==> src/rsc_pkg.sv <==
package rsc_pkg;
	// --------------------------------------------------------------
	// Source and flag layout
	// --------------------------------------------------------------
	localparam int NUM_SRC = 9;
	localparam int NUM_FLAG = 12;
	localparam int EVT_W = 3;
	localparam int BIT_POR = 0;
	localparam int BIT_BROWNOUT = 1;
	localparam int BIT_INSTR = 2;
	localparam int BIT_WDOG = 3;
	localparam int BIT_PIN = 4;
	localparam int BIT_LP_BROWNOUT = 5;
	localparam int BIT_TRAP = 6;
	localparam int BIT_ILL_OP = 7;
	localparam int BIT_UNINIT_WREG = 8;
	localparam int BIT_WDT_SW_EN = 9;
	localparam int BIT_SLEEP = 10;
	localparam int BIT_IDLE = 11;
	localparam logic [11:0] CAUSE_POR_VAL = 12'h003;
	localparam logic [11:0] CAUSE_SRC_MASK = 12'h1ff;
	// --------------------------------------------------------------
	// Interrupt events
	// --------------------------------------------------------------
	localparam int EVT_RELEASE = 0;
	localparam int EVT_SLEEP = 1;
	localparam int EVT_IDLE = 2;
	localparam logic [2:0] EVT_RST_VAL = 3'h0;
	localparam logic [2:0] MASK_RST_VAL = 3'h0;
	// --------------------------------------------------------------
	// Register map, byte addresses
	// --------------------------------------------------------------
	localparam int ADDR_W = 8;
	localparam logic [7:0] OFF_CAUSE = 8'h00;
	localparam logic [7:0] OFF_EVT = 8'h04;
	localparam logic [7:0] OFF_MASK = 8'h08;
	localparam logic [7:0] OFF_SCRATCH = 8'h0c;
	localparam logic [7:0] OFF_LIVE = 8'h10;
	localparam logic [1:0] RESP_OKAY = 2'h0;
	localparam logic [1:0] RESP_SLVERR = 2'h2;
endpackage

==> src/rsc_flag.sv <==
`timescale 1ns/1ps
// One reset cause or status flag
module rsc_flag #(
	parameter logic RST_VAL = 1'b0
) (
	input wire logic ref_clk_in,
	input wire logic rst_n_in,
	input wire logic ce_in,
	input wire logic por_in,
	input wire logic set_in,
	input wire logic wr_in,
	input wire logic wr_val_in,
	output logic flag_out
);
	logic next_flag;

	// Power-on wins, then a live source, then software; a source that is
	// active in the cycle of a software clear keeps the flag set
	assign next_flag = por_in ? RST_VAL :
		(set_in | (wr_in ? wr_val_in : flag_out));

	// Flag update
	always_ff @(posedge ref_clk_in)
	begin
		if (!rst_n_in)
			flag_out <= RST_VAL;
		else if (ce_in)
			flag_out <= next_flag;
	end
endmodule

==> src/rsc_combiner.sv <==
`timescale 1ns/1ps
// Behaviour
// - Nine reset sources feed the master reset
// - Any active source asserts master reset
// - Master reset forces designated registers to defaults
// - Undefined registers keep contents through non-power-on resets
// - Each reset kind sets its own cause flag
// - Power-on leaves only power-on and brown-out flags
// - Software may set or clear any flag
// - Software-set flags never start a reset
// - Watchdog and power-saving bits sit beside causes
module rsc_combiner (
	input wire logic ref_clk_in,
	input wire logic rst_n_in,
	input wire logic ce_in,
	input wire logic power_on_reset_in,
	input wire logic external_pin_reset_in,
	input wire logic instruction_reset_in,
	input wire logic watchdog_reset_in,
	input wire logic brownout_reset_in,
	input wire logic low_power_brownout_reset_in,
	input wire logic trap_conflict_reset_in,
	input wire logic illegal_opcode_reset_in,
	input wire logic uninit_wreg_reset_in,
	input wire logic sleep_wake_in,
	input wire logic idle_wake_in,
	output logic master_system_reset_out,
	output logic wdt_sw_enable_out,
	output logic irq_out,
	input wire logic [7:0] s_axi_awaddr_in,
	input wire logic s_axi_awvalid_in,
	output logic s_axi_awready_out,
	input wire logic [31:0] s_axi_wdata_in,
	input wire logic [3:0] s_axi_wstrb_in,
	input wire logic s_axi_wvalid_in,
	output logic s_axi_wready_out,
	output logic [1:0] s_axi_bresp_out,
	output logic s_axi_bvalid_out,
	input wire logic s_axi_bready_in,
	input wire logic [7:0] s_axi_araddr_in,
	input wire logic s_axi_arvalid_in,
	output logic s_axi_arready_out,
	output logic [31:0] s_axi_rdata_out,
	output logic [1:0] s_axi_rresp_out,
	output logic s_axi_rvalid_out,
	input wire logic s_axi_rready_in
);
	// --------------------------------------------------------------
	// Functions
	// --------------------------------------------------------------
	// Byte-lane merge of a write into an old register value
	function automatic logic [31:0] lane_merge(input logic [31:0] old,
		input logic [31:0] data, input logic [3:0] strb);
		logic [31:0] res;
		res = old;
		for (int i = 0; i < 4; i++)
			if (strb[i])
				res[i*8 +: 8] = data[i*8 +: 8];
		return res;
	endfunction

	// Address decode for the read response; the write path decodes its own offsets
	function automatic logic addr_known(input logic [7:0] a);
		return a == rsc_pkg::OFF_CAUSE || a == rsc_pkg::OFF_EVT ||
			a == rsc_pkg::OFF_MASK || a == rsc_pkg::OFF_SCRATCH ||
			a == rsc_pkg::OFF_LIVE;
	endfunction

	// --------------------------------------------------------------
	// Declarations
	// --------------------------------------------------------------
	logic [8:0] src_vec;
	logic any_src;
	logic [11:0] flag_set;
	logic [11:0] cause;
	logic [2:0] evt;
	logic [2:0] mask;
	logic [2:0] next_evt;
	logic [2:0] evt_new;
	logic [31:0] scratch;
	logic sleep_q;
	logic idle_q;
	logic aw_held;
	logic w_held;
	logic [7:0] aw_addr_q;
	logic [31:0] w_data_q;
	logic [3:0] w_strb_q;
	logic do_wr;
	logic rd_go;
	logic wr_cause;
	logic wr_mask;
	logic wr_scratch;
	logic rd_evt;
	logic [31:0] rd_mux;
	logic [31:0] mask_merged;
	logic scratch_known;

	// --------------------------------------------------------------
	// Reset combination
	// --------------------------------------------------------------
	// Source vector in cause-flag bit order
	assign src_vec = {uninit_wreg_reset_in, illegal_opcode_reset_in,
		trap_conflict_reset_in, low_power_brownout_reset_in,
		external_pin_reset_in, watchdog_reset_in, instruction_reset_in,
		brownout_reset_in, power_on_reset_in};
	// Only the source pins reach the master reset, never a flag
	assign any_src = |src_vec;

	// Registered so the reset tree sees a glitch-free level
	always_ff @(posedge ref_clk_in)
	begin
		if (!rst_n_in)
			master_system_reset_out <= 1'b1;
		else if (ce_in)
			master_system_reset_out <= any_src;
	end

	// --------------------------------------------------------------
	// Cause and status flags
	// --------------------------------------------------------------
	// Sources set causes; sleep and idle wakes set status bits
	assign flag_set = {idle_wake_in, sleep_wake_in, 1'b0, src_vec};

	generate
		for (genvar i = 0; i < rsc_pkg::NUM_FLAG; i++)
		begin : g_flag
			rsc_flag #(
				.RST_VAL(rsc_pkg::CAUSE_POR_VAL[i])
			) u_flag (
				.ref_clk_in(ref_clk_in),
				.rst_n_in(rst_n_in),
				.ce_in(ce_in),
				.por_in(power_on_reset_in),
				.set_in(flag_set[i]),
				.wr_in(wr_cause & w_strb_q[i/8]),
				.wr_val_in(w_data_q[i]),
				.flag_out(cause[i])
			);
		end
	endgenerate

	// Software-owned watchdog enable, not a reset cause
	assign wdt_sw_enable_out = cause[rsc_pkg::BIT_WDT_SW_EN];

	// --------------------------------------------------------------
	// Interrupt events
	// --------------------------------------------------------------
	// Release, sleep wake and idle wake edges
	assign evt_new = {idle_wake_in & ~idle_q, sleep_wake_in & ~sleep_q,
		master_system_reset_out & ~any_src};
	// New events win over the clear of a read in the same cycle
	assign next_evt = (rd_evt ? 3'h0 : evt) | evt_new;
	assign irq_out = |(evt & mask);

	// Event flags survive master reset so the release event is seen
	always_ff @(posedge ref_clk_in)
	begin
		if (!rst_n_in)
		begin
			evt <= rsc_pkg::EVT_RST_VAL;
			sleep_q <= 1'b0;
			idle_q <= 1'b0;
		end
		else if (ce_in)
		begin
			evt <= next_evt;
			sleep_q <= sleep_wake_in;
			idle_q <= idle_wake_in;
		end
	end

	// --------------------------------------------------------------
	// Software registers
	// --------------------------------------------------------------
	assign mask_merged = lane_merge({29'h0, mask}, w_data_q, w_strb_q);

	// Mask has a defined default and is forced by master reset
	always_ff @(posedge ref_clk_in)
	begin
		if (!rst_n_in || (ce_in && master_system_reset_out))
			mask <= rsc_pkg::MASK_RST_VAL;
		else if (ce_in && wr_mask)
			mask <= mask_merged[2:0];
	end

	// Scratch has no reset value: unknown at power-up, kept otherwise
	always_ff @(posedge ref_clk_in)
	begin
		if (ce_in && wr_scratch)
			scratch <= lane_merge(scratch, w_data_q, w_strb_q);
	end

	// Scratch is unknown until first written, so its hold check waits
	always_ff @(posedge ref_clk_in)
	begin
		if (!rst_n_in)
			scratch_known <= 1'b0;
		else if (ce_in && wr_scratch)
			scratch_known <= 1'b1;
	end

	// --------------------------------------------------------------
	// AXI4-Lite write path
	// --------------------------------------------------------------
	assign s_axi_awready_out = !aw_held && !s_axi_bvalid_out;
	assign s_axi_wready_out = !w_held && !s_axi_bvalid_out;
	assign do_wr = aw_held && w_held && !s_axi_bvalid_out;
	assign wr_cause = do_wr && aw_addr_q == rsc_pkg::OFF_CAUSE;
	assign wr_mask = do_wr && aw_addr_q == rsc_pkg::OFF_MASK;
	assign wr_scratch = do_wr && aw_addr_q == rsc_pkg::OFF_SCRATCH;

	// Address and data may arrive in either order
	always_ff @(posedge ref_clk_in)
	begin
		if (!rst_n_in)
		begin
			aw_held <= 1'b0;
			w_held <= 1'b0;
			aw_addr_q <= 8'h00;
			w_data_q <= 32'h0;
			w_strb_q <= 4'h0;
		end
		else if (ce_in)
		begin
			if (s_axi_awvalid_in && s_axi_awready_out)
			begin
				aw_held <= 1'b1;
				aw_addr_q <= s_axi_awaddr_in;
			end
			else if (do_wr)
				aw_held <= 1'b0;
			if (s_axi_wvalid_in && s_axi_wready_out)
			begin
				w_held <= 1'b1;
				w_data_q <= s_axi_wdata_in;
				w_strb_q <= s_axi_wstrb_in;
			end
			else if (do_wr)
				w_held <= 1'b0;
		end
	end

	// Write response; read-only and unmapped words answer SLVERR
	always_ff @(posedge ref_clk_in)
	begin
		if (!rst_n_in)
		begin
			s_axi_bvalid_out <= 1'b0;
			s_axi_bresp_out <= rsc_pkg::RESP_OKAY;
		end
		else if (ce_in)
		begin
			if (do_wr)
			begin
				s_axi_bvalid_out <= 1'b1;
				s_axi_bresp_out <= (wr_cause || wr_mask || wr_scratch) ?
					rsc_pkg::RESP_OKAY : rsc_pkg::RESP_SLVERR;
			end
			else if (s_axi_bready_in)
				s_axi_bvalid_out <= 1'b0;
		end
	end

	// --------------------------------------------------------------
	// AXI4-Lite read path
	// --------------------------------------------------------------
	assign s_axi_arready_out = !s_axi_rvalid_out;
	assign rd_go = s_axi_arvalid_in && s_axi_arready_out;
	// Clear-on-read of the event word happens at the taking edge
	assign rd_evt = rd_go && s_axi_araddr_in == rsc_pkg::OFF_EVT;
	assign rd_mux =
		(s_axi_araddr_in == rsc_pkg::OFF_CAUSE) ? {20'h0, cause} :
		(s_axi_araddr_in == rsc_pkg::OFF_EVT) ? {29'h0, evt} :
		(s_axi_araddr_in == rsc_pkg::OFF_MASK) ? {29'h0, mask} :
		(s_axi_araddr_in == rsc_pkg::OFF_SCRATCH) ? scratch :
		(s_axi_araddr_in == rsc_pkg::OFF_LIVE) ? {23'h0, src_vec} :
		32'h0;

	// Read data is captured once and held until rready
	always_ff @(posedge ref_clk_in)
	begin
		if (!rst_n_in)
		begin
			s_axi_rvalid_out <= 1'b0;
			s_axi_rdata_out <= 32'h0;
			s_axi_rresp_out <= rsc_pkg::RESP_OKAY;
		end
		else if (ce_in)
		begin
			if (rd_go)
			begin
				s_axi_rvalid_out <= 1'b1;
				s_axi_rdata_out <= rd_mux;
				s_axi_rresp_out <= addr_known(s_axi_araddr_in) ?
					rsc_pkg::RESP_OKAY : rsc_pkg::RESP_SLVERR;
			end
			else if (s_axi_rready_in)
				s_axi_rvalid_out <= 1'b0;
		end
	end
endmodule

==> config.mk <==
export PLATFORM = sky130hd
export DESIGN_NAME = rsc_combiner
export DESIGN_NICKNAME = d
export VERILOG_FILES = /design/src/rsc_pkg.sv /design/src/rsc_flag.sv /design/src/rsc_combiner.sv
export SDC_FILE = /design/constraint.sdc
export NUM_CORES = 1
export LEC_CHECK = 0
export ABC_CLOCK_PERIOD_IN_PS = 2500
export BUFFER_PORTS_ARGS = -buffer_cell sky130_fd_sc_hd__buf_2
export CORE_MARGIN = 4
export CORE_UTILIZATION = 40
export DETAILED_ROUTE_END_ITERATION = 16
export SLEW_MARGIN = 20
export SYNTH_ARGS = -nofsm -noshare
export SYNTH_HDL_FRONTEND = slang
export SYNTH_SLANG_ARGS = --single-unit
==> constraint.sdc <==
create_clock -name ref_clk_in -period 2.5 [get_ports ref_clk_in]
set_clock_uncertainty 0.05 [all_clocks]
set_input_delay 0.125 -clock ref_clk_in [delete_from_list [all_inputs] [get_ports ref_clk_in]]
set_output_delay 0.125 -clock ref_clk_in [all_outputs]
set_load 0.02 [all_outputs]
==> impl_results.html, run 1 <==
<table>
<tr><th>Metric</th><th>Value</th></tr>
<tr><th colspan="2">Finish</th></tr>
<tr><td>Total non-filler cell area in the finished layout</td><td>0.007251 mm2</td></tr>
<tr><td>Commonest cells after routing, fill and taps aside</td><td>sky130_fd_sc_hd__buf_2, sky130_fd_sc_hd__dfxtp_1, sky130_fd_sc_hd__nand2_1</td></tr>
<tr><td>Cell Count, Final, Fillers Out</td><td>890</td></tr>
<tr><td>Fillers</td><td>1226</td></tr>
<tr><td>Layout area overhead</td><td>35.27%</td></tr>
<tr><td>Total Nets Final</td><td>772</td></tr>
<tr><td>Most common library cell in the layout ignoring fill and taps</td><td>sky130_fd_sc_hd__buf_2</td></tr>
<tr><td>Antenna diode count</td><td>0</td></tr>
<tr><td>Multi-input gate area</td><td>0.002182 mm2</td></tr>
<tr><td>FF+latch area</td><td>0.003023 mm2</td></tr>
<tr><td>Fraction of final layout cells sized beyond drive strength 1</td><td>23.95%</td></tr>
<tr><td>Core utilization of the finished layout</td><td>54.97%</td></tr>
<tr><th colspan="2">Timing</th></tr>
<tr><td>Max Freq</td><td>0.4698 GHz</td></tr>
<tr><td>Setup-failing EPs final</td><td>0</td></tr>
<tr><td>Crit share post-route</td><td>a little under nine tenths</td></tr>
<tr><td>Worst max-slew margin expressed relative to the limit</td><td>around a third</td></tr>
<tr><td>Total negative slack</td><td>0 ns</td></tr>
<tr><td>Shortest period the worst path allows</td><td>2.129 ns</td></tr>
<tr><td>Smallest setup slack after layout</td><td>0.3713 ns</td></tr>
<tr><td>Transition time at the pin with the least slew margin</td><td>1.025 ns</td></tr>
<tr><td>RSZ-0062 raised after global routing</td><td>false</td></tr>
<tr><td>Hold Violations, Final</td><td>0</td></tr>
<tr><td>Max Slew Vio Count</td><td>0</td></tr>
<tr><th colspan="2">Route</th></tr>
<tr><td>DRT antenna net count</td><td>0</td></tr>
<tr><td>Routed length per instance</td><td>15.75 um</td></tr>
<tr><td>Total via count in the routed design</td><td>approximately 4500</td></tr>
<tr><td>Via count normalized by instance count</td><td>a little over 5</td></tr>
<tr><td>Iteration-0 DRC Markers</td><td>202</td></tr>
<tr><td>Post-route DRC</td><td>0</td></tr>
<tr><td>Final wirelength</td><td>14.02 mm</td></tr>
<tr><td>Router iterations before antenna repair</td><td>5</td></tr>
<tr><th colspan="2">Pwr</th></tr>
<tr><td>Logic pwr share</td><td>8.4%</td></tr>
<tr><td>Portion of total power attributed to sequential cells</td><td>45.1%</td></tr>
<tr><td>Leakage power figure</td><td>2.836 nW</td></tr>
<tr><td>Internal Power</td><td>3.911 mW</td></tr>
<tr><td>Clock power share</td><td>46.5%</td></tr>
<tr><td>Maximum resistive drop on vdd</td><td>approximately 370 uV</td></tr>
<tr><td>Switching fraction of total power</td><td>24.49%</td></tr>
<tr><td>NetSw</td><td>1.269 mW</td></tr>
<tr><td>Total power per unit cell area</td><td>a little over 700 mW/mm2</td></tr>
<tr><th colspan="2">Min path</th></tr>
<tr><td>Worst min path class</td><td>in -&gt; reg</td></tr>
<tr><th colspan="2">Placed design</th></tr>
<tr><td>Input/output buffers</td><td>about 110</td></tr>
<tr><td>Detailed-placement wirelength estimate</td><td>9.751 mm</td></tr>
<tr><td>RePlAce Congestion</td><td>slightly above 0.8</td></tr>
<tr><td>Setup slack at placement</td><td>0.3506 ns</td></tr>
<tr><td>Placed instance area</td><td>0.006125 mm2</td></tr>
<tr><td>Total placed cells including tap cells</td><td>803</td></tr>
<tr><th colspan="2">Setup path</th></tr>
<tr><td>Biggest cell delay along the critical path</td><td>0.58 ns</td></tr>
<tr><td>Worst Setup Start Kind</td><td>flip-flop</td></tr>
<tr><td>Worst path required time</td><td>approximately 2.5 ns</td></tr>
<tr><td>Worst Setup Path Type</td><td>reg -&gt; reg</td></tr>
<tr><td>Largest fanout on the critical path</td><td>8</td></tr>
<tr><td>CP cell instances</td><td>or4_4 -&gt; nor2_1 -&gt; and4_1 -&gt; and2_1</td></tr>
<tr><td>Critical path endpoint category</td><td>flip-flop</td></tr>
<tr><td>Critical path's slowest cell</td><td>sky130_fd_sc_hd__or4_4</td></tr>
<tr><td>WP data arrival</td><td>2.15 ns</td></tr>
<tr><th colspan="2">Synth</th></tr>
<tr><td>Ys Warns</td><td>0</td></tr>
<tr><td>Seq/Total Area, Yosys</td><td>56.40%</td></tr>
<tr><td>Mapped cell area</td><td>0.005360 mm2</td></tr>
<tr><td>Number of enable-type register cells in the synthesized netlist</td><td>32</td></tr>
<tr><td>Portion of synthesized cell area occupied by the leading cell type</td><td>38.47%</td></tr>
<tr><td>Number of different library cells in the post-synthesis netlist</td><td>55</td></tr>
<tr><td>Prevailing post-synth register cell</td><td>sky130_fd_sc_hd__dfxtp_1</td></tr>
<tr><td>Share of flip-flops with an asynchronous set or reset</td><td>0%</td></tr>
<tr><td>Average instance area after synthesis</td><td>10.04 um2</td></tr>
<tr><td>Yosys top cell by area</td><td>sky130_fd_sc_hd__dfxtp_1</td></tr>
<tr><td>Seq cells post-synth</td><td>135</td></tr>
<tr><td>Mapped Cells</td><td>534</td></tr>
<tr><td>Main area contributors after synthesis</td><td>sky130_fd_sc_hd__dfxtp_1, sky130_fd_sc_hd__edfxtp_1, sky130_fd_sc_hd__nand2_1</td></tr>
<tr><th colspan="2">GRT</th></tr>
<tr><td>Maximum number of pins on one net before global-route repair</td><td>37</td></tr>
<tr><td>Initial antenna violation count</td><td>0</td></tr>
<tr><td>Wire length of the first global-routing pass</td><td>22.49 mm</td></tr>
<tr><td>Via count of the first global-routing pass</td><td>approximately 4500</td></tr>
<tr><td>Gr ovfl total</td><td>0</td></tr>
<tr><td>Overall global routing resource usage</td><td>between 10% and 20%</td></tr>
<tr><th colspan="2">Clock tree</th></tr>
<tr><td>Clock sink count</td><td>135</td></tr>
<tr><td>Count of instances resized after the clock tree is built</td><td>0</td></tr>
<tr><td>Total CTS buffers</td><td>17</td></tr>
<tr><td>Source-to-sink clock delay at the later pin of the worst-skew pair</td><td>0.42 ns</td></tr>
<tr><td>Number of buffers on the longest clock path</td><td>2</td></tr>
<tr><td>Reg clk slew, reported paths</td><td>roughly 0.06 ns</td></tr>
<tr><td>H-Tree Depth</td><td>4</td></tr>
<tr><td>TritonCTS clock tree</td><td>yes</td></tr>
<tr><td>Buffer cell driving the clock tree root</td><td>sky130_fd_sc_hd__clkbuf_16</td></tr>
<tr><th colspan="2">Floorplan</th></tr>
<tr><td>Die Width</td><td>123.8 um</td></tr>
<tr><td>Area of the core</td><td>0.01319 mm2</td></tr>
<tr><td>Cell Rows</td><td>42</td></tr>
<tr><td>Area enclosed by the die boundary</td><td>0.01532 mm2</td></tr>
<tr><td>Die span in y</td><td>123.8 um</td></tr>
<tr><td>Count of boundary I/O pins</td><td>115</td></tr>
<tr><td>Initial core utilization</td><td>a little over 40%</td></tr>
<tr><th colspan="2">Run</th></tr>
<tr><td>Max-cap violations</td><td>0</td></tr>
<tr><th colspan="2">Status</th></tr>
<tr><td>Run status</td><td>finished clean</td></tr>
</table>
[registers in the layout, indices dropped and copies added, names as in the netlist, 3 cells and up]
signal,flops
scratch,32
w_strb_q,4
w_data_q,32
mask,3
g_flag.u_flag.flag_out,12
s_axi_rdata_out,32
aw_addr_q,8
evt,3
[per-stage QoR]
stage          hold slack (ns)  total power [mW]
2_1_floorplan           0.2110             2.592
3_3_place_gp            0.3116             2.741
3_5_place_dp            0.3186             2.751
4_1_cts                0.01462             5.232
5_1_grt                0.05545             5.369
6_report               0.03877             5.180
[final cells by class]
cell class,instances,area share [%]
tap,176,3.037
timing repair buffer,179,16.57
clock buffer,18,6.057
clock inverter,14,1.881
sequential,135,41.69
inverter,13,0.6730
multi-input combinational,355,30.09
[worst paths after layout]
path | cells after the start | end | from | slack (ns)
worst max-delay path | 4 | scratch[8] | aw_addr_q[1] | 0.37
worst min-delay path | 3 | sleep_q | ce_in | 0.04
worst max register to register | 4 | scratch[8] | aw_addr_q[1] | 0.37
worst min register to register | 0 | scratch[25] | w_data_q[25] | 0.38
[synth_stat cells (3+ instances only)]
cell type and instances:
sky130_fd_sc_hd__a211oi_1 3, sky130_fd_sc_hd__a21boi_0 29, sky130_fd_sc_hd__a21oi_1 19, sky130_fd_sc_hd__a221oi_1 16, sky130_fd_sc_hd__a22o_1 7, sky130_fd_sc_hd__a22oi_1 22, sky130_fd_sc_hd__and2_1 7, sky130_fd_sc_hd__buf_2 9
sky130_fd_sc_hd__buf_4 3, sky130_fd_sc_hd__clkbuf_1 18, sky130_fd_sc_hd__dfxtp_1 103, sky130_fd_sc_hd__edfxtp_1 32, sky130_fd_sc_hd__inv_1 12, sky130_fd_sc_hd__mux2i_1 13, sky130_fd_sc_hd__nand2_1 90, sky130_fd_sc_hd__nand2b_1 4
sky130_fd_sc_hd__nand3_1 3, sky130_fd_sc_hd__nand3b_1 3, sky130_fd_sc_hd__nand4_1 3, sky130_fd_sc_hd__nor2_1 43, sky130_fd_sc_hd__nor2b_1 23, sky130_fd_sc_hd__nor3b_1 5, sky130_fd_sc_hd__nor4_1 4, sky130_fd_sc_hd__nor4_4 3
sky130_fd_sc_hd__o21ai_0 19
[power groups by stage]
stage / Sequential (mW) / Clock (mW) / Combinational, mW
after floorplan: 2.38 / 0 / 0.208
after global placement: 2.38 / 0 / 0.360
after detailed placement: 2.38 / 0 / 0.367
after CTS: 2.34 / 2.46 / 0.434
after global routing: 2.34 / 2.54 / 0.480
final: 2.34 / 2.41 / 0.433
[cells by family (layout without fill, tap and decap cells)]
family | after synthesis | in the layout | share of synthesized area [%]
other cells | 1 | 2 | 0.06996
compound gates | 132 | 132 | 17.37
simple gates | 208 | 208 | 20.17
mux | 13 | 13 | 2.428
flops | 135 | 135 | 56.40
buf+inv | 45 | 224 | 3.571
[what timing repair did]
action / 4_1_cts / 5_1_grt
endpoints found under the hold margin: 55 / 0
buffers inserted: 0 / 0
endpoints found under the setup margin: 0 / 0
hold buffers: 55 / 0
[layer usage]
| metal | vias up | track usage [%] | part of all wire, % |
|---|---|---|---|
| met3 | 24 | 4.814 | 5.6 |
| met1 | 2114 | 24.81 | 46 |
| met2 | 142 | 30.21 | 46 |
| met4 | 0 | 8.235 | 2.1 |
| li1 | 2239 | - | - |
| met5 | - | 0 | 0 |
[worst max-delay path, delay by kind of cell, from the launching register on]
family / cells / cell delay [ns]
and+or+nand+nor: 4 / 1.41
DFF: 1 / 0.32
Note: power is estimated with default switching activity, not from simulation.
==> run 2, diff against run 1 <==
Settings changed: ABC_AREA from default to 1.
==> impl_results.html, run 2 <==
<table>
<tr><th>Metric</th><th>Value</th></tr>
<tr><th colspan="2">Route</th></tr>
<tr><td>Met1 Wirelength</td><td>6.307 mm (-2.3%)</td></tr>
<tr><td>DRT antenna net count</td><td>0 (unchanged)</td></tr>
<tr><td>Uppermost layer routed</td><td>met4</td></tr>
<tr><td>Met2 Routed Length</td><td>6.755 mm (+4.1%)</td></tr>
<tr><td>Router iterations before antenna repair</td><td>4 (-1)</td></tr>
<tr><td>Routed length per instance</td><td>14.34 um (-9.0%)</td></tr>
<tr><td>Met3 WL post-DR</td><td>730 um (-6.8%)</td></tr>
<tr><td>Via count normalized by instance count</td><td>4.866 (-4.2%)</td></tr>
<tr><td>Iteration-0 DRC Markers</td><td>302 (+50%)</td></tr>
<tr><td>Post-route DRC</td><td>0 (unchanged)</td></tr>
<tr><td>Final wirelength</td><td>14.02 mm (about the same)</td></tr>
<tr><td>Total via count in the routed design</td><td>4759 (+5.3%)</td></tr>
<tr><th colspan="2">Finish</th></tr>
<tr><td>Core utilization of the finished layout</td><td>56.12% (+1.1 points)</td></tr>
<tr><td>Fraction of final layout cells sized beyond drive strength 1</td><td>22.11% (-1.8 points)</td></tr>
<tr><td>Layout area overhead</td><td>35.31% (about the same)</td></tr>
<tr><td>Total Nets Final</td><td>863 (+12%)</td></tr>
<tr><td>Largest registers</td><td>s_axi_rdata_out (32), scratch (32), w_data_q (32)</td></tr>
<tr><td>Most common library cell in the layout ignoring fill and taps</td><td>sky130_fd_sc_hd__nand2_1</td></tr>
<tr><td>Commonest cells after routing, fill and taps aside</td><td>sky130_fd_sc_hd__nand2_1, sky130_fd_sc_hd__buf_2, sky130_fd_sc_hd__dfxtp_1</td></tr>
<tr><th colspan="2">Setup path</th></tr>
<tr><td>Critical path endpoint category</td><td>flip-flop</td></tr>
<tr><td>Worst path required time</td><td>2.49 ns (-0.04 ns)</td></tr>
<tr><td>Number of cells traversed by the worst register-to-register path</td><td>4 (unchanged)</td></tr>
<tr><td>Combined buffer and inverter count along the critical path</td><td>0 (unchanged)</td></tr>
<tr><td>WP data arrival</td><td>2.05 ns (-0.10 ns)</td></tr>
<tr><td>Cell class contributing the biggest share of worst-path delay</td><td>simple AND/OR/NAND/NOR gates</td></tr>
<tr><td>Worst Setup Path Type</td><td>reg -&gt; reg</td></tr>
<tr><td>Largest fanout on the critical path</td><td>8 (unchanged)</td></tr>
<tr><td>Worst Setup Start Kind</td><td>flip-flop</td></tr>
<tr><td>Biggest cell delay along the critical path</td><td>0.57 ns (about the same)</td></tr>
<tr><td>CP cell instances</td><td>nand4_2 -&gt; nor2_2 -&gt; nand4_1 -&gt; nor2_1</td></tr>
<tr><td>Critical path's slowest cell</td><td>sky130_fd_sc_hd__nor2_1</td></tr>
<tr><td>Number of stages on the worst setup path</td><td>4 (unchanged)</td></tr>
<tr><th colspan="2">Timing</th></tr>
<tr><td>Shortest period the worst path allows</td><td>2.062 ns (-0.06656 ns)</td></tr>
<tr><td>Total negative slack</td><td>0 ns (unchanged)</td></tr>
<tr><td>Crit share post-route</td><td>82.49% (-2.7 points)</td></tr>
<tr><td>Hold Violations, Final</td><td>0 (unchanged)</td></tr>
<tr><td>Max Slew Vio Count</td><td>0 (unchanged)</td></tr>
<tr><td>Hold Worst Slack</td><td>0.02371 ns (-0.01505 ns)</td></tr>
<tr><td>Transition time at the pin with the least slew margin</td><td>0.7419 ns (-0.2832 ns)</td></tr>
<tr><td>Max Freq</td><td>0.4849 GHz (+3.2%)</td></tr>
<tr><td>RSZ-0062 raised after global routing</td><td>false</td></tr>
<tr><td>Smallest setup slack after layout</td><td>0.4379 ns (+0.06656 ns)</td></tr>
<tr><td>Worst max-slew margin expressed relative to the limit</td><td>50.48% (+19 points)</td></tr>
<tr><td>Setup-failing EPs final</td><td>0 (unchanged)</td></tr>
<tr><th colspan="2">Synth</th></tr>
<tr><td>Seq cells post-synth</td><td>135 (unchanged)</td></tr>
<tr><td>Portion of synthesized cell area occupied by the leading cell type</td><td>38.92% (+0.45 points)</td></tr>
<tr><td>Seq/Total Area, Yosys</td><td>57.06% (+0.67 points)</td></tr>
<tr><td>Average instance area after synthesis</td><td>8.463 um2 (-16%)</td></tr>
<tr><td>Cell with the most instances after synthesis</td><td>sky130_fd_sc_hd__nand2_1</td></tr>
<tr><td>Yosys top cell by area</td><td>sky130_fd_sc_hd__dfxtp_1</td></tr>
<tr><td>Most frequent cells after synthesis</td><td>sky130_fd_sc_hd__nand2_1, sky130_fd_sc_hd__dfxtp_1, sky130_fd_sc_hd__nor2_1, sky130_fd_sc_hd__a21oi_1, sky130_fd_sc_hd__o21ai_0</td></tr>
<tr><td>Ys Warns</td><td>0 (unchanged)</td></tr>
<tr><td>Main area contributors after synthesis</td><td>sky130_fd_sc_hd__dfxtp_1, sky130_fd_sc_hd__edfxtp_1, sky130_fd_sc_hd__nand2_1</td></tr>
<tr><td>Number of enable-type register cells in the synthesized netlist</td><td>32 (unchanged)</td></tr>
<tr><td>Mapped cell area</td><td>0.005298 mm2 (-1.2%)</td></tr>
<tr><td>Mapped Cells</td><td>626 (+17%)</td></tr>
<tr><td>Number of different library cells in the post-synthesis netlist</td><td>32 (-42%)</td></tr>
<tr><td>Prevailing post-synth register cell</td><td>sky130_fd_sc_hd__dfxtp_1</td></tr>
<tr><td>Share of flip-flops with an asynchronous set or reset</td><td>0% (unchanged)</td></tr>
<tr><th colspan="2">Clock tree</th></tr>
<tr><td>H-Tree Depth</td><td>4 (unchanged)</td></tr>
<tr><td>Number of hold buffers added after cts</td><td>54 (-1.8%)</td></tr>
<tr><td>Buffer cell driving the clock tree root</td><td>sky130_fd_sc_hd__clkbuf_16</td></tr>
<tr><td>Number of buffers on the longest clock path</td><td>2 (unchanged)</td></tr>
<tr><td>Count of instances resized after the clock tree is built</td><td>0 (unchanged)</td></tr>
<tr><td>Clock sink count</td><td>135 (unchanged)</td></tr>
<tr><td>Setup Buffers After CTS</td><td>0 (unchanged)</td></tr>
<tr><td>Source-to-sink clock delay at the later pin of the worst-skew pair</td><td>0.42 ns (about the same)</td></tr>
<tr><td>TritonCTS clock tree</td><td>yes</td></tr>
<tr><td>Total CTS buffers</td><td>17 (unchanged)</td></tr>
<tr><td>Reg clk slew, reported paths</td><td>0.06 ns (about the same)</td></tr>
<tr><th colspan="2">Floorplan</th></tr>
<tr><td>Initial core utilization</td><td>41.47% (+0.84 points)</td></tr>
<tr><td>Count of boundary I/O pins</td><td>115 (unchanged)</td></tr>
<tr><td>Area enclosed by the die boundary</td><td>0.01515 mm2 (-1.1%)</td></tr>
<tr><td>Die span in y</td><td>123.1 um (-0.55%)</td></tr>
<tr><td>Die Width</td><td>123.1 um (-0.55%)</td></tr>
<tr><td>Cell Rows</td><td>41 (-2.4%)</td></tr>
<tr><td>Area of the core</td><td>0.01277 mm2 (-3.2%)</td></tr>
<tr><th colspan="2">Placed design</th></tr>
<tr><td>RePlAce Congestion</td><td>0.8610 (+4.8%)</td></tr>
<tr><td>Input/output buffers</td><td>112 (unchanged)</td></tr>
<tr><td>Detailed-placement wirelength estimate</td><td>9.765 mm (+0.15%)</td></tr>
<tr><td>Setup slack at placement</td><td>0.4399 ns (+0.08922 ns)</td></tr>
<tr><th colspan="2">Pwr</th></tr>
<tr><td>Maximum resistive drop on vdd</td><td>399.5 uV (+8.8%)</td></tr>
<tr><td>Total power per unit cell area</td><td>742.8 mW/mm2 (+4.0%)</td></tr>
<tr><td>Leakage power figure</td><td>3.008 nW (+6.0%)</td></tr>
<tr><td>Power, Total</td><td>5.325 mW (+2.8%)</td></tr>
<tr><th colspan="2">GRT</th></tr>
<tr><td>Overall global routing resource usage</td><td>19.36% (+0.26 points)</td></tr>
<tr><td>Wire length of the first global-routing pass</td><td>22.46 mm (-0.12%)</td></tr>
<tr><td>Maximum number of pins on one net before global-route repair</td><td>55 (+49%)</td></tr>
<tr><td>Via count of the first global-routing pass</td><td>4650 (+3.8%)</td></tr>
<tr><td>Gr ovfl total</td><td>0 (unchanged)</td></tr>
<tr><td>Initial antenna violation count</td><td>0 (unchanged)</td></tr>
<tr><th colspan="2">Min path</th></tr>
<tr><td>Number of cells on the worst hold path</td><td>5 (+2)</td></tr>
<tr><td>Worst min path class</td><td>in -&gt; reg</td></tr>
<tr><th colspan="2">Status</th></tr>
<tr><td>Run status</td><td>finished clean</td></tr>
<tr><th colspan="2">Run</th></tr>
<tr><td>Max-cap violations</td><td>0 (unchanged)</td></tr>
</table>
## run 2: cell types whose count changed in the layout (fill, tap and decap cells not counted), sizes merged, moves of 23 or more
cell and delta:
nor2 +64, a21oi +43, o21ai +43, nand3 +27, nor2b -23, nand2 +30, a21boi -29
## run 2: report_power, final
part           switching, mW  internal (mW)
Clock                  0.922           1.58
Sequential            0.0507           2.31
Combinational          0.261          0.194
Total                   1.23           4.09
## run 2: cell families (layout without fill, tap and decap cells)
kind of cell	count (synthesis)	after routing	synth area share, %
buf+inv	74	252	5.928
simple gates	276	276	23.05
compound gates	140	140	13.89
other cells	1	3	0.07079
flops	135	135	57.06
## run 2: worst paths after layout
path / start / to / slack (ns)
worst min register to register: w_data_q[23] / scratch[23] / 0.38
worst max-delay path: w_held / scratch[1] / 0.44
worst max register to register: w_held / scratch[1] / 0.44
worst min-delay path: instruction_reset_in / g_flag[2].u_flag.flag_out / 0.02
## run 2: worst register-to-register path, cell delays in order, from the launching register on
cell and delay [ns]:
sky130_fd_sc_hd__dfxtp_1 0.42, sky130_fd_sc_hd__nand4_2 0.21, sky130_fd_sc_hd__nor2_2 0.22, sky130_fd_sc_hd__nand4_1 0.22, sky130_fd_sc_hd__nor2_1 0.57
## run 2: routing by layer
layer | GRT usage, % | up-vias
met5 | 0 | -
met4 | 7.474 | 0
met3 | 4.758 | 18
met2 | 32.42 | 135
met1 | 24.17 | 2202
li1 | - | 2404
## run 2: area by class of cell
type                       instances  area (um2)
fill                            1146        5605
sequential                       135        3023
multi-input combinational        418        1964
timing repair buffer             179        1211
clock buffer                      19       442.9
tap                              172       215.2
clock inverter                    13       155.1
inverter                          41       153.9
antenna                            1       2.502
## run 2: through the flow
stage          area [um2]  cells
2_1_floorplan        5301    627
3_3_place_gp         6027    891
3_5_place_dp         6027    891
4_1_cts              7166    977
5_1_grt              7166    977
6_report             7168    978
